`src/core/mscfg_pkg.sv`:
```
// Package for the multiplexed converter step configuration register bank.
// Assumes a 16-bit register image carried in the low half of a 32-bit bus.
package mscfg_pkg;

  // ----------------------------------------------------------------------
  // Register map
  // ----------------------------------------------------------------------
  // Printed offsets are word indices; the byte address is four times that
  localparam logic [7:0]  STEP_CFG_IDX      = 8'hDC;
  localparam logic [7:0]  STEP_NEXT_CFG_IDX = 8'hDD;
  localparam logic [9:0]  STEP_CFG_ADDR      = {STEP_CFG_IDX, 2'b00};
  localparam logic [9:0]  STEP_NEXT_CFG_ADDR = {STEP_NEXT_CFG_IDX, 2'b00};
  localparam int          ADDR_W            = 10;
  localparam int          REG_W             = 16;

  // ----------------------------------------------------------------------
  // Field layout
  // ----------------------------------------------------------------------
  localparam int          EN_BIT   = 15;
  localparam int          GAIN_HI  = 14;
  localparam int          GAIN_LO  = 13;
  localparam int          NEG_BIT  = 4;
  localparam int          POS_HI   = 3;
  localparam int          POS_LO   = 0;
  localparam logic [15:0] WR_MASK  = 16'hE01F;

  // ----------------------------------------------------------------------
  // Reset values
  // ----------------------------------------------------------------------
  localparam logic [15:0] STEP_CFG_RST      = 16'h000C;
  localparam logic [15:0] STEP_NEXT_CFG_RST = 16'h000D;

  // ----------------------------------------------------------------------
  // Encodings
  // ----------------------------------------------------------------------
  typedef enum logic [1:0] {
    MSCFG_GAIN_1 = 2'h0,
    MSCFG_GAIN_2 = 2'h1,
    MSCFG_GAIN_4 = 2'h2
  } mscfg_gain_t;

  // Positive routing classes decoded from the 4-bit selection
  typedef enum logic [3:0] {
    MSCFG_SRC_EXT     = 4'h0,
    MSCFG_SRC_TEMP    = 4'h1,
    MSCFG_SRC_SHORT   = 4'h2,
    MSCFG_SRC_DAC     = 4'h3,
    MSCFG_SRC_UNCONF  = 4'h4,
    MSCFG_SRC_IO_DIV  = 4'h5,
    MSCFG_SRC_DIG_DIV = 4'h6,
    MSCFG_SRC_ANALOG_POWER_INPUT    = 4'h7,
    MSCFG_SRC_DIGITAL_POWER_INPUT    = 4'h8
  } mscfg_src_t;

  localparam logic [3:0] POS_TEMP     = 4'h8;
  localparam logic [3:0] POS_SHORT    = 4'h9;
  localparam logic [3:0] POS_DAC      = 4'hA;
  localparam logic [3:0] POS_UNCONF   = 4'hB;
  localparam logic [3:0] POS_IO_DIV   = 4'hC;
  localparam logic [3:0] POS_DIG_DIV  = 4'hD;
  localparam logic [3:0] POS_ANALOG_POWER_INPUT     = 4'hE;
  localparam logic [3:0] POS_DIGITAL_POWER_INPUT     = 4'hF;
  localparam logic [3:0] NEG_AUTO_MIN = 4'h8;

  // Negative input selection values
  localparam logic [1:0] NEG_AGND = 2'h0;
  localparam logic [1:0] NEG_EXT7 = 2'h1;
  localparam logic [1:0] NEG_AUTO = 2'h2;

  // APB answer values
  localparam logic [31:0] RDATA_ZERO = 32'h0000_0000;

endpackage

```
`src/core/mscfg_bank.sv`:
```
// Register bank for two sequencer step configuration words on APB.
// Assumes an APB master on pclk; the sequencer engine reads the outputs.
//
// Implementation choice: the APB register port.
`timescale 1ns/100ps

// Behaviour
// RULE_01: Bit 15 includes the step in the multiplexed converter sequence.
// RULE_02: Bits 14:13 choose gain: 00 one, 01 two, 10 and 11 four.
// RULE_03: Bit 4 picks negative input: 0 analog ground, 1 external seven.
// RULE_04: Positive codes 0000 to 0111 select external inputs zero to seven.
// RULE_05: Positive codes 1000 and above route the internal sources.
// RULE_06: Internal sources choose the negative input and ignore bit 4.
// RULE_07: Reset clears enable, gain, negative; positive 1100; bits 12:5 zero.
// RULE_08: Next step register at index DD, reset value 000D.
// RULE_09: This step register at index DC, reset value 000C.
// RULE_10: Code 1011 is an internal source of unconfirmed kind, auto negative.
module mscfg_bank
(
  // Clock and reset
  input  wire logic        pclk,
  input  wire logic        presetn,
  // APB slave
  input  wire logic        psel,
  input  wire logic        penable,
  input  wire logic        pwrite,
  input  wire logic [31:0] paddr,
  input  wire logic [31:0] pwdata,
  input  wire logic [3:0]  pstrb,
  output logic [31:0]      prdata,
  output logic             pready,
  output logic             pslverr,
  // This step, decoded
  output logic             step_include_bit,
  output logic [1:0]       step_gain_select,
  output logic [2:0]       step_ext_index,
  output logic [3:0]       step_positive_source,
  output logic [1:0]       step_negative_input_select,
  // Next step, decoded
  output logic             next_include_bit,
  output logic [1:0]       next_gain_select,
  output logic [2:0]       next_ext_index,
  output logic [3:0]       next_positive_source,
  output logic [1:0]       next_negative_input_select
);

  // ----------------------------------------------------------------------
  // Bus phase tracking
  // ----------------------------------------------------------------------
  typedef enum logic [1:0] {
    MSCFG_IDLE   = 2'b00,
    MSCFG_ACCESS = 2'b01,
    MSCFG_DONE   = 2'b11
  } mscfg_state_t;

  mscfg_state_t state_q;
  mscfg_state_t state_d;

  logic [15:0] step_q;
  logic [15:0] step_d;
  logic [15:0] next_q;
  logic [15:0] next_d;
  logic [31:0] prdata_q;
  logic [31:0] prdata_d;
  logic        pready_q;
  logic        pready_d;
  logic        pslverr_q;
  logic        pslverr_d;

  logic        hit_step;
  logic        hit_next;
  logic        hit_any;
  logic        access;
  logic        commit;
  logic [15:0] lane_mask;

  logic             dec_s_inc;
  logic [1:0]       dec_s_gain;
  logic [2:0]       dec_s_idx;
  logic [3:0]       dec_s_src;
  logic [1:0]       dec_s_neg;
  logic             dec_n_inc;
  logic [1:0]       dec_n_gain;
  logic [2:0]       dec_n_idx;
  logic [3:0]       dec_n_src;
  logic [1:0]       dec_n_neg;

  // Registered copies of the decoded routing, one flop group per field
  logic             s_inc_q;
  logic             s_inc_d;
  logic [1:0]       s_gain_q;
  logic [1:0]       s_gain_d;
  logic [2:0]       s_idx_q;
  logic [2:0]       s_idx_d;
  logic [3:0]       s_src_q;
  logic [3:0]       s_src_d;
  logic [1:0]       s_neg_q;
  logic [1:0]       s_neg_d;
  logic             n_inc_q;
  logic             n_inc_d;
  logic [1:0]       n_gain_q;
  logic [1:0]       n_gain_d;
  logic [2:0]       n_idx_q;
  logic [2:0]       n_idx_d;
  logic [3:0]       n_src_q;
  logic [3:0]       n_src_d;
  logic [1:0]       n_neg_q;
  logic [1:0]       n_neg_d;

  // ----------------------------------------------------------------------
  // Address decode
  // ----------------------------------------------------------------------
  // Upper address bits must be zero so aliases do not reach the bank
  always_comb
  begin
    hit_step = 1'b0;
    hit_next = 1'b0;
    if (paddr[31:mscfg_pkg::ADDR_W] != '0)
      hit_step = 1'b0;
    else if (paddr[mscfg_pkg::ADDR_W-1:0] == mscfg_pkg::STEP_CFG_ADDR)
      hit_step = 1'b1; // see RULE_09
    else if (paddr[mscfg_pkg::ADDR_W-1:0] == mscfg_pkg::STEP_NEXT_CFG_ADDR)
      hit_next = 1'b1; // see RULE_08
  end

  assign hit_any   = hit_step | hit_next;
  assign access    = psel & penable & (state_q == MSCFG_ACCESS);
  // Writes land at the edge where the master samples pready high
  assign commit    = psel & penable & (state_q == MSCFG_DONE);
  // Only the two low byte lanes carry register bits
  assign lane_mask = {{8{pstrb[1]}}, {8{pstrb[0]}}} & mscfg_pkg::WR_MASK;

  // ----------------------------------------------------------------------
  // Transfer sequencing: one wait state, then a one-cycle pready
  // ----------------------------------------------------------------------
  // The wait state lets read data come from a flop without a comb path
  always_comb
  begin
    state_d   = state_q;
    pready_d  = 1'b0;
    pslverr_d = 1'b0;
    prdata_d  = prdata_q;
    case (state_q)
      MSCFG_IDLE:
      begin
        if (psel & ~penable)
          state_d = MSCFG_ACCESS;
      end
      MSCFG_ACCESS:
      begin
        if (access)
        begin
          state_d   = MSCFG_DONE;
          pready_d  = 1'b1;
          pslverr_d = ~hit_any;
          prdata_d  = mscfg_pkg::RDATA_ZERO;
          // Reserved bits are never stored, so they read back as zero
          if (~pwrite & hit_step)
            prdata_d = {16'h0000, step_q}; // see RULE_07
          else if (~pwrite & hit_next)
            prdata_d = {16'h0000, next_q};
        end
        else if (~psel)
          state_d = MSCFG_IDLE;
      end
      default:
      begin
        // Back-to-back setup may follow the completing edge at once
        if (psel & ~penable)
          state_d = MSCFG_ACCESS;
        else
          state_d = MSCFG_IDLE;
      end
    endcase
  end

  // ----------------------------------------------------------------------
  // Register writes, applied at the edge that carries pready
  // ----------------------------------------------------------------------
  always_comb
  begin
    step_d = step_q;
    next_d = next_q;
    if (commit & pwrite & hit_step)
      step_d = (step_q & ~lane_mask) | (pwdata[15:0] & lane_mask);
    if (commit & pwrite & hit_next)
      next_d = (next_q & ~lane_mask) | (pwdata[15:0] & lane_mask);
  end

  // Stored words; only constants in the reset branch
  always_ff @(posedge pclk or negedge presetn)
  begin
    if (!presetn)
    begin
      step_q <= mscfg_pkg::STEP_CFG_RST;      // see RULE_07
      next_q <= mscfg_pkg::STEP_NEXT_CFG_RST; // see RULE_08
    end
    else
    begin
      step_q <= step_d;
      next_q <= next_d;
    end
  end

  // Bus answer and phase; every answer leaves from a flop
  always_ff @(posedge pclk or negedge presetn)
  begin
    if (!presetn)
    begin
      state_q   <= MSCFG_IDLE;
      prdata_q  <= mscfg_pkg::RDATA_ZERO;
      pready_q  <= 1'b0;
      pslverr_q <= 1'b0;
    end
    else
    begin
      state_q   <= state_d;
      prdata_q  <= prdata_d;
      pready_q  <= pready_d;
      pslverr_q <= pslverr_d;
    end
  end

  // ----------------------------------------------------------------------
  // Field decoding for both steps
  // ----------------------------------------------------------------------
  mscfg_decode u_dec_step
  (
    .cfg              (step_q),
    .step_include_bit (dec_s_inc),
    .gain_code        (dec_s_gain),
    .ext_pos_index    (dec_s_idx),
    .pos_source       (dec_s_src),
    .neg_route        (dec_s_neg)
  );

  mscfg_decode u_dec_next
  (
    .cfg              (next_q),
    .step_include_bit (dec_n_inc),
    .gain_code        (dec_n_gain),
    .ext_pos_index    (dec_n_idx),
    .pos_source       (dec_n_src),
    .neg_route        (dec_n_neg)
  );

  // Decoded routing is registered so the outputs leave from flops;
  // the cost is one cycle of lag behind the stored word
  always_comb
  begin
    s_inc_d  = dec_s_inc;  // see RULE_01
    s_gain_d = dec_s_gain; // see RULE_02
    s_idx_d  = dec_s_idx;  // see RULE_04
    s_src_d  = dec_s_src;  // see RULE_05
    s_neg_d  = dec_s_neg;  // see RULE_06
    n_inc_d  = dec_n_inc;
    n_gain_d = dec_n_gain;
    n_idx_d  = dec_n_idx;
    n_src_d  = dec_n_src;
    n_neg_d  = dec_n_neg;
  end

  // Zero during reset; the stored image shows one edge after release
  always_ff @(posedge pclk or negedge presetn)
  begin
    if (!presetn)
    begin
      s_inc_q  <= '0;
      s_gain_q <= '0;
      s_idx_q  <= '0;
      s_src_q  <= '0;
      s_neg_q  <= '0;
      n_inc_q  <= '0;
      n_gain_q <= '0;
      n_idx_q  <= '0;
      n_src_q  <= '0;
      n_neg_q  <= '0;
    end
    else
    begin
      s_inc_q  <= s_inc_d;
      s_gain_q <= s_gain_d;
      s_idx_q  <= s_idx_d;
      s_src_q  <= s_src_d;
      s_neg_q  <= s_neg_d;
      n_inc_q  <= n_inc_d;
      n_gain_q <= n_gain_d;
      n_idx_q  <= n_idx_d;
      n_src_q  <= n_src_d;
      n_neg_q  <= n_neg_d;
    end
  end

  // ----------------------------------------------------------------------
  // Outputs
  // ----------------------------------------------------------------------
  // Each output is one flop group, so no field can shift into another
  assign prdata                     = prdata_q;
  assign pready                     = pready_q;
  assign pslverr                    = pslverr_q;
  assign step_include_bit           = s_inc_q;
  assign step_gain_select           = s_gain_q;
  assign step_ext_index             = s_idx_q;
  assign step_positive_source       = s_src_q;
  assign step_negative_input_select = s_neg_q;
  assign next_include_bit           = n_inc_q;
  assign next_gain_select           = n_gain_q;
  assign next_ext_index             = n_idx_q;
  assign next_positive_source       = n_src_q;
  assign next_negative_input_select = n_neg_q;

endmodule

```
`src/core/mscfg_decode.sv`:
```
// Decoder that turns one step image into converter routing controls.
// Assumes a stored register image from the bank; purely combinational.
`timescale 1ns/100ps

module mscfg_decode
(
  // Stored step image
  input  wire logic [15:0] cfg,
  // Decoded controls
  output logic             step_include_bit,
  output logic [1:0]       gain_code,
  output logic [2:0]       ext_pos_index,
  output logic [3:0]       pos_source,
  output logic [1:0]       neg_route
);

  logic [3:0] pos_sel;
  logic       neg_sel;
  logic [1:0] gsel;

  // Field extraction
  assign pos_sel = cfg[mscfg_pkg::POS_HI:mscfg_pkg::POS_LO];
  assign neg_sel = cfg[mscfg_pkg::NEG_BIT];
  assign gsel    = cfg[mscfg_pkg::GAIN_HI:mscfg_pkg::GAIN_LO];

  // Step membership of the sequence
  assign step_include_bit = cfg[mscfg_pkg::EN_BIT]; // see RULE_01

  // Gain: both upper codes collapse to gain 4
  always_comb
  begin
    case (gsel)
      2'h0:    gain_code = mscfg_pkg::MSCFG_GAIN_1; // see RULE_02
      2'h1:    gain_code = mscfg_pkg::MSCFG_GAIN_2; // see RULE_02
      default: gain_code = mscfg_pkg::MSCFG_GAIN_4; // see RULE_02
    endcase
  end

  // Positive routing; external inputs carry their index in the low bits
  always_comb
  begin
    ext_pos_index = pos_sel[2:0]; // see RULE_04
    case (pos_sel)
      mscfg_pkg::POS_TEMP:    pos_source = mscfg_pkg::MSCFG_SRC_TEMP;
      mscfg_pkg::POS_SHORT:   pos_source = mscfg_pkg::MSCFG_SRC_SHORT;
      mscfg_pkg::POS_DAC:     pos_source = mscfg_pkg::MSCFG_SRC_DAC;
      // Source of this code is unconfirmed; routed as internal
      mscfg_pkg::POS_UNCONF:  pos_source = mscfg_pkg::MSCFG_SRC_UNCONF; // see RULE_10
      mscfg_pkg::POS_IO_DIV:  pos_source = mscfg_pkg::MSCFG_SRC_IO_DIV; // see RULE_05
      mscfg_pkg::POS_DIG_DIV: pos_source = mscfg_pkg::MSCFG_SRC_DIG_DIV;
      mscfg_pkg::POS_ANALOG_POWER_INPUT:    pos_source = mscfg_pkg::MSCFG_SRC_ANALOG_POWER_INPUT;
      mscfg_pkg::POS_DIGITAL_POWER_INPUT:    pos_source = mscfg_pkg::MSCFG_SRC_DIGITAL_POWER_INPUT;
      default:                pos_source = mscfg_pkg::MSCFG_SRC_EXT;
    endcase
  end

  // Internal sources pick the negative input themselves, ignoring bit 4
  always_comb
  begin
    if (pos_sel >= mscfg_pkg::NEG_AUTO_MIN)
      neg_route = mscfg_pkg::NEG_AUTO; // see RULE_06
    else if (neg_sel)
      neg_route = mscfg_pkg::NEG_EXT7; // see RULE_03
    else
      neg_route = mscfg_pkg::NEG_AGND; // see RULE_03
  end

endmodule

```
`config.mk`:
```
export PLATFORM = sky130hd
export DESIGN_NAME = mscfg_bank
export DESIGN_NICKNAME = d
export VERILOG_FILES = /design/src/core/mscfg_pkg.sv /design/src/core/mscfg_bank.sv /design/src/core/mscfg_decode.sv
export SDC_FILE = /design/constraint.sdc
export NUM_CORES = 1
export LEC_CHECK = 0
export BUFFER_PORTS_ARGS = -buffer_cell sky130_fd_sc_hd__buf_2
export CELL_PAD_IN_SITES_DETAIL_PLACEMENT = 1
export CELL_PAD_IN_SITES_GLOBAL_PLACEMENT = 2
export CORE_MARGIN = 3
export CORE_UTILIZATION = 27
export CTS_CLUSTER_SIZE = 24
export DETAILED_ROUTE_END_ITERATION = 16
export PLACE_DENSITY = 0.87
export SYNTH_ARGS = -nofsm -noshare
export SYNTH_HDL_FRONTEND = slang
export SYNTH_SLANG_ARGS = --single-unit
```
`constraint.sdc`:
```
create_clock -name pclk -period 2.13 [get_ports pclk]
set_input_delay 0.213 -clock pclk [delete_from_list [all_inputs] [get_ports pclk]]
set_output_delay 0.213 -clock pclk [all_outputs]
set_load 0.02 [all_outputs]
```
---- Word-level counts from Yosys, hierarchy flattened ----
Memory sizes are Yosys's and may differ from the RTL's. A register that Yosys moved wholly into a read port is not among the register bits.
Cells that the tools add are included.
storage, ports and cells
  bits in latches ......................... 0
  memories kept ........................... 2
  bits in writable memories ............... 0
  ROM bits ................................ 128
  word-level logic and storage cells ...... 75
  register bits ........................... 84
  input port bits ......................... 73
  output and inout bits ................... 58
operators by class
  divide/modulo/power cells ............... 0
  shift operators ......................... 0
  multipliers ............................. 0
  $lt $le $gt $ge ......................... 2
  add/subtract/negate cells ............... 0
  bitwise gates (word level) .............. 19
  equal/unequal tests ..................... 8
  mux-type cells .......................... 22
  reductions and logical operators ........ 8
memories
  name              words  bits a word  read ports  clocked after Yosys merged registers in  write ports  line                RTL
  (name not given)  16     4            1           1                                        0            mscfg_decode.sv:43  case (pos_sel)
  (name not given)  16     4            1           1                                        0            mscfg_decode.sv:43
operators with widths
  operator                number
  $and A16 B16 Y16        3
  $mux W16                2
  $or A16 B16 Y16         2
  $reduce_bool A22 Y1     1
  $eq A10 B10 Y1 const B  2
  $not A16 Y16            1
  $mux W1                 12
  $pmux W2 S2             3
  $mux W2                 5
  $and A1 B1 Y1           9
  $ge A4 B4 Y1 const B    2
  $eq A2 B1 Y1 const B    3
  $logic_not A2 Y1        3
  $reduce_and A2 Y1       2
  $ne A3 B3 Y1 const B    1
  $not A1 Y1              3
  $eq A2 B2 Y1 const B    1
  $logic_not A1 Y1        2
  $ne A2 B2 Y1 const B    1
  $or A1 B1 Y1            1

---- Logic depth before layout (Yosys ltp) ----
Gate-level depths: netlist of run 1.
  depth after elaboration ................. 8
  gate-level depth with buffers ........... 4
  gate-level depth less buffers ........... 4

---- Cells and area by module ----
A second synthesis of run 1 with hierarchy kept.
second synthesis, totals
  cell total of the unflattened synthesis .. 185
  area, all modules ....................... 2468.6 µm²
modules (own cells, without submodules)
  module        cells each  area an instance (µm²)  seq. area each (µm²)  instances
  mscfg_bank    149         2213.4                  1307.5                1
  mscfg_decode  18          127.6                   0.0                   2

---- Worst setup path before layout of run 1 ----
No wires, ideal clock.
  path type ............................... input port to flip-flop
  start point ............................. input paddr[1]
  end point ............................... register (tool-made name)
  setup time .............................. 0.127 ns
  data required time ...................... 2.003 ns
  stages .................................. 4
  slack ................................... 0.448 ns
  arrival ................................. 1.554 ns
  path buffers ............................ 0
  cells stage by stage .................... nor4b_2 > nand4_4 > nor4_4 > mux2_1
RTL lines
  element      line              RTL
  from (decl)  mscfg_bank.sv:27  input wire logic [31:0] paddr,

==> reports/metrics.yaml, run 1 <==
hp-start: "penable"
required_ps: 2310
critPathLaunchType: "flip-flop"
p_sw_uw: 404.5
rrSetupSlack_ps: 330
globalRouteTotalUtil: 0.09562
grt_pass1_vias: 1553
path_clk_slew_ps: 90
gp_congestion: 0.6937
timing.final.crit_share: 0.8461
p_clk_frac: 0.331
dr.pass1.iters: 3
die_x_um: 100.6
leakage_uw: 0.001693
hold_depth: 2
cts_max_level: 2
post_drt_wl_per_cell_um: 13.27
slew_violations: 0
rr_startpoint: "state_q[0]"
max_cap_violations: 0
min_to: "state_q[0]"
die-height_um: 100.6
ys_ff_latch: 52
initial_core_util: 0.2853
ios: 131
cts.path.max_buffers: 2
fmax_ghz: 0.5549
antenna_found_initial: 1
vdd_ir_drop_max_v: 0.0002573
rsz0062_at_grt: "no"
multiInputGateArea_um2: 964.7
path_cells: "and3_1 -> nand3_1 -> nor4_4 -> buf_4 -> mux2_1"
layout_commonest_cell: "buf_2"
grt_max_degree: 29
via_count: 1587
skew_ps: 3.158
clkLatencyLatePin_ps: 290
crit_path_top_delay_cell: "dfrtp_1"
cts_buffers: 5
ys_types: 28
diodes: 0
drc: 0
yosysSeqAreaShare: 0.5415
p_per_area_nw_per_um2: 574.0
worstPathMaxFanout: 5
setup_violations: 0
grt_pass1_wl_um: 7548
fin_util: 0.3521
cts_tree: "done"
nNetsFinal: 341
cts_root_buf: "clkbuf_8"
post-cts-setup-buffers: 0
cpPeakStageDelay_ps: 380
grt_overflow: 0
setup_tns_ps: 0
dpl.hpwl_um: 3866
status: "finished, final reports clean"
critical_path_arrival_ps: 1980
crit_type: "reg2reg"
nFillCells: 943
regArea_um2: 1308
hold_viol_final: 0
max_slew.worst_pin.slew_ps: 621.5
drt_iter0_drc: 40
netlist_instances: 176
post_cts_resized: 0
seqPwrFrac: 0.580
p_sw_frac: 0.2365
core_area_um2: 8464
die_area_um2: 10110
port_buffers: 80
drt-total-wl_um: 4883
row_count: 33
finalWorstPathRequiredPeriod_ps: 1802
ant_nets: 0
cts.sinks: 52
layout_common_cells: "buf_2 (80), dfrtp_1 (47), conb_1 (24)"
area_growth_pct: 23.42
syn-cell-area_um2: 2415
viasPerCell: 4.313
worstRegToRegCells: 5
hold_class: "in2reg"
power.internal_uw: 1306
post_route_cells_drive_above_1_share: 0.4221
synth_area_per_cell_um2: 13.72
worst_setup_path_end_kind: "flip-flop"
p_comb_frac: 0.089
yosys_warnings: 0
timing.slew.headroom: 0.5857
cell families (layout without fill, tap and decap cells):
kind of cell	after synthesis	count (layout)	synth area share
AO/OA/AOI/OAI	10	10	0.03627
adder cells (fa/ha/maj)	6	6	0.03109
buffers and inverters	37	101	0.09482
flip-flops	52	52	0.5415
multiplexers	25	25	0.1119
other	1	24	0.001553
AND/OR/NAND/NOR	45	45	0.1829
worst max-delay path, delay by kind of cell, from the launching register on:
kind          cells  cell delay (ps)
simple gates      3              780
flops             1              380
mux               1              320
buf+inv           1              200
final cells by class:
cell class	instances	area share
clock buffer	8	0.03023
timing repair buffer	86	0.1545
sequential	52	0.4387
multi-input combinational	110	0.3237
inverter	7	0.008816
tap	105	0.04408
per-layer routing:
layer | vias to the layer above | share of wire | global-route usage
li1 | 725 | - | -
met1 | 775 | 0.39 | 0.1102
met2 | 78 | 0.51 | 0.1692
met3 | 7 | 0.086 | 0.02422
met4 | 2 | 0.015 | 0.03731
met5 | - | 0.0041 | 0
synthesized netlist by cell type:
| library cell | count | area share |
|---|---|---|
| nor2b_1 | 6 | 0.016 |
| nand2_1 | 3 | 0.0047 |
| o211a_1 | 1 | 0.0041 |
| buf_4 | 24 | 0.075 |
| nand2b_1 | 3 | 0.0078 |
| nor4b_4 | 2 | 0.020 |
| nor4_2 | 1 | 0.0052 |
| conb_1 | 1 | 0.0016 |
| nand4b_1 | 1 | 0.0036 |
| a21boi_0 | 1 | 0.0031 |
| dfstp_2 | 5 | 0.054 |
| mux2_1 | 15 | 0.070 |
| nor3_2 | 1 | 0.0041 |
| inv_1 | 7 | 0.011 |
| nor4b_2 | 1 | 0.0062 |
| and3b_1 | 1 | 0.0036 |
| nand4_4 | 2 | 0.018 |
| clkbuf_1 | 6 | 0.0093 |
| mux2i_1 | 9 | 0.037 |
| nor4_4 | 7 | 0.062 |
| nand3_1 | 1 | 0.0021 |
| and2_1 | 3 | 0.0078 |
| nor2_1 | 10 | 0.016 |
| ha_1 | 6 | 0.031 |
| mux2_2 | 1 | 0.0047 |
| a22o_1 | 8 | 0.029 |
| dfrtp_1 | 47 | 0.49 |
| and3_1 | 3 | 0.0078 |
through the flow:
step / setup slack, ps / instance area, um^2 / total power, uW / cells / hold slack, ps
2_1_floorplan: 448.1 / 2501 / 1111 / 199 / -82.59
3_3_place_gp: 211.0 / 2880 / 1160 / 359 / 254.8
3_5_place_dp: 149.5 / 2880 / 1165 / 359 / 270.0
4_1_cts: 306.7 / 2980 / 1739 / 368 / 119.9
5_1_grt: 261.5 / 2980 / 1801 / 368 / 132.5
6_report: 327.9 / 2980 / 1711 / 368 / 126.3
worst max path at each step:
stage	start	to	slack, ps	depth (start not counted)
after floorplan	paddr[1]	flip-flop	450	4
final	state_q[0]	flip-flop	330	5
after CTS	state_q[0]	flip-flop	310	5
after global routing	state_q[1]	flip-flop	260	5
after global placement	paddr[24]	flip-flop	210	6
after detailed placement	paddr[24]	flip-flop	150	6
power groups by stage:
stage / combinational, uW / clock, uW / sequential (uW)
finish: 152 / 567 / 992
detailed placement: 154 / 0 / 1010
global placement: 150 / 0 / 1010
floorplan: 98.4 / 0 / 1010
global route: 167 / 642 / 992
CTS: 155 / 592 / 992
timing repair:
item / CTS / global route
hold buffers: 1 / 0
setup endpoints to repair: 0 / 0
endpoints found under the hold margin: 27 / 0
No activity file was read; power rests on OpenSTA's default activity.
==> run 2, diff against run 1 <==
==> constraint.sdc (replaced) <==
create_clock -name pclk -period 1.8 [get_ports pclk]
set_input_delay 0.18 -clock pclk [delete_from_list [all_inputs] [get_ports pclk]]
set_output_delay 0.18 -clock pclk [all_outputs]
set_load 0.02 [all_outputs]
==> reports/metrics.yaml, run 2 (synthesis results as in run 1) <==
hold_buffers: 1
rr_startpoint: "state_q[0]"
fmax_ghz: 0.6207
area_growth_pct: 23.99
min_to: "state_q[0]"
timing.slew.headroom: 0.6157
globalRouteTotalUtil: 0.1002
status: "finished, final reports clean"
worstPathMaxFanout: 5
cts_buffers: 5
dpl.hpwl_um: 3951
worstRegToRegCells: 6
cts_tree: "done"
rsz0062_at_grt: "no"
leakage_uw: 0.001703
max_slew.worst_pin.slew_ps: 576.5
die-height_um: 100.6
nNetsFinal: 344
finalWorstPathRequiredPeriod_ps: 1611
dp.cells: 362
post_drt_wl_per_cell_um: 13.44
setup_violations: 0
critical_path_arrival_ps: 1800
drc: 0
dr.pass1.iters: 4
holdWs_ps: 88.28
core_area_um2: 8464
grt_max_degree: 30
die_area_um2: 10110
gp_congestion: 0.6791
antenna_found_initial: 0
stdcell_count: 371
hold_depth: 2
diodes: 0
viasPerCell: 4.299
grt_pass1_wl_um: 7831
drt-total-wl_um: 4986
p_per_area_nw_per_um2: 666.0
row_count: 33
via_count: 1595
setup_tns_ps: 0
fin_util: 0.3537
fin_ws_ps: 189.0
slew_violations: 0
grt_pass1_vias: 1666
skew_ps: 11.31
cts_max_level: 2
post_cts_resized: 0
layout_common_cells: "buf_2 (80), dfrtp_1 (47), conb_1 (24)"
dp_worst_setup_slack_ps: -105.0
hold_viol_final: 0
nFillCells: 923
ant_nets: 0
hp-start: "penable"
drt_iter0_drc: 86
worst_setup_path_end_kind: "flip-flop"
timing.final.crit_share: 0.8950
layout_commonest_cell: "buf_2"
clkLatencyLatePin_ps: 310
crit_type: "reg2reg"
post-cts-setup-buffers: 0
critPathLaunchType: "flip-flop"
post_route_cells_drive_above_1_share: 0.4286
cts.sinks: 52
rrSetupSlack_ps: 190
path_clk_slew_ps: 80
hold_class: "in2reg"
max_cap_violations: 0
initial_core_util: 0.2853
die_x_um: 100.6
vdd_ir_drop_max_v: 0.0003206
required_ps: 1990
cts_root_buf: "clkbuf_8"
grt_overflow: 0
cts.path.max_buffers: 2
port_buffers: 80
ios: 131
==> run 2: cell types whose count changed in the layout (fill, tap and decap cells not counted), sizes merged <==
cell / before / now
buf: 85 / 88
clkbuf: 8 / 7
clkinv: 0 / 1
==> run 2: worst max-delay path by stage <==
| stage | cells past startpoint | startpoint | endpoint | slack (ps) |
|---|---|---|---|---|
| after global placement | 6 | paddr[24] | flip-flop | -90 |
| after detailed placement | 6 | paddr[24] | flip-flop | -110 |
| after global routing | 6 | state_q[0] | flip-flop | 90 |
| after floorplan | 4 | paddr[1] | flip-flop | 150 |
| final | 6 | state_q[0] | flip-flop | 190 |
| after CTS | 6 | state_q[0] | flip-flop | 170 |
==> run 2: area by class of cell <==
cell class,count,area [um^2],area share
well taps,105,131.4,0.04388
flip-flops and latches,52,1308,0.4367
clock inverters,1,5.005,0.001672
repair buffers,89,483.0,0.1613
inverters,7,26.28,0.008776
clock buffers,7,76.32,0.02549
multi-input cells,110,964.7,0.3222
==> run 2: metrics by stage <==
step	power (uW)	cell area (um^2)
floorplan	1315	2501
global placement	1373	2903
CTS	2025	2994
finish	1994	2994
global route	2093	2994
detailed placement	1378	2903
==> run 2: worst max-delay path, cell delays in order (launching register included) <==
cell and delay [ps]:
dfrtp_1 370, and3_1 150, nand3_1 80, buf_4 170, nor4_4 220, buf_4 190, mux2_1 320
==> run 2: routing by layer <==
layer,global-route usage,routed length [um],part of all wire
met1,0.1108,1889,0.38
met3,0.03114,431,0.086
met4,0.04041,25,0.0050
met2,0.1779,2640,0.53
met5,0,0,0
==> run 2: report_power, final <==
group / switching, uW / leakage, uW / total [uW] / internal [uW]
clock: 367 / 0.0000422 / 640 / 274
sequential: 2.00 / 0.000706 / 1170 / 1170
combinational: 120 / 0.000954 / 180 / 60.0
total: 489 / 0.00170 / 1990 / 1510
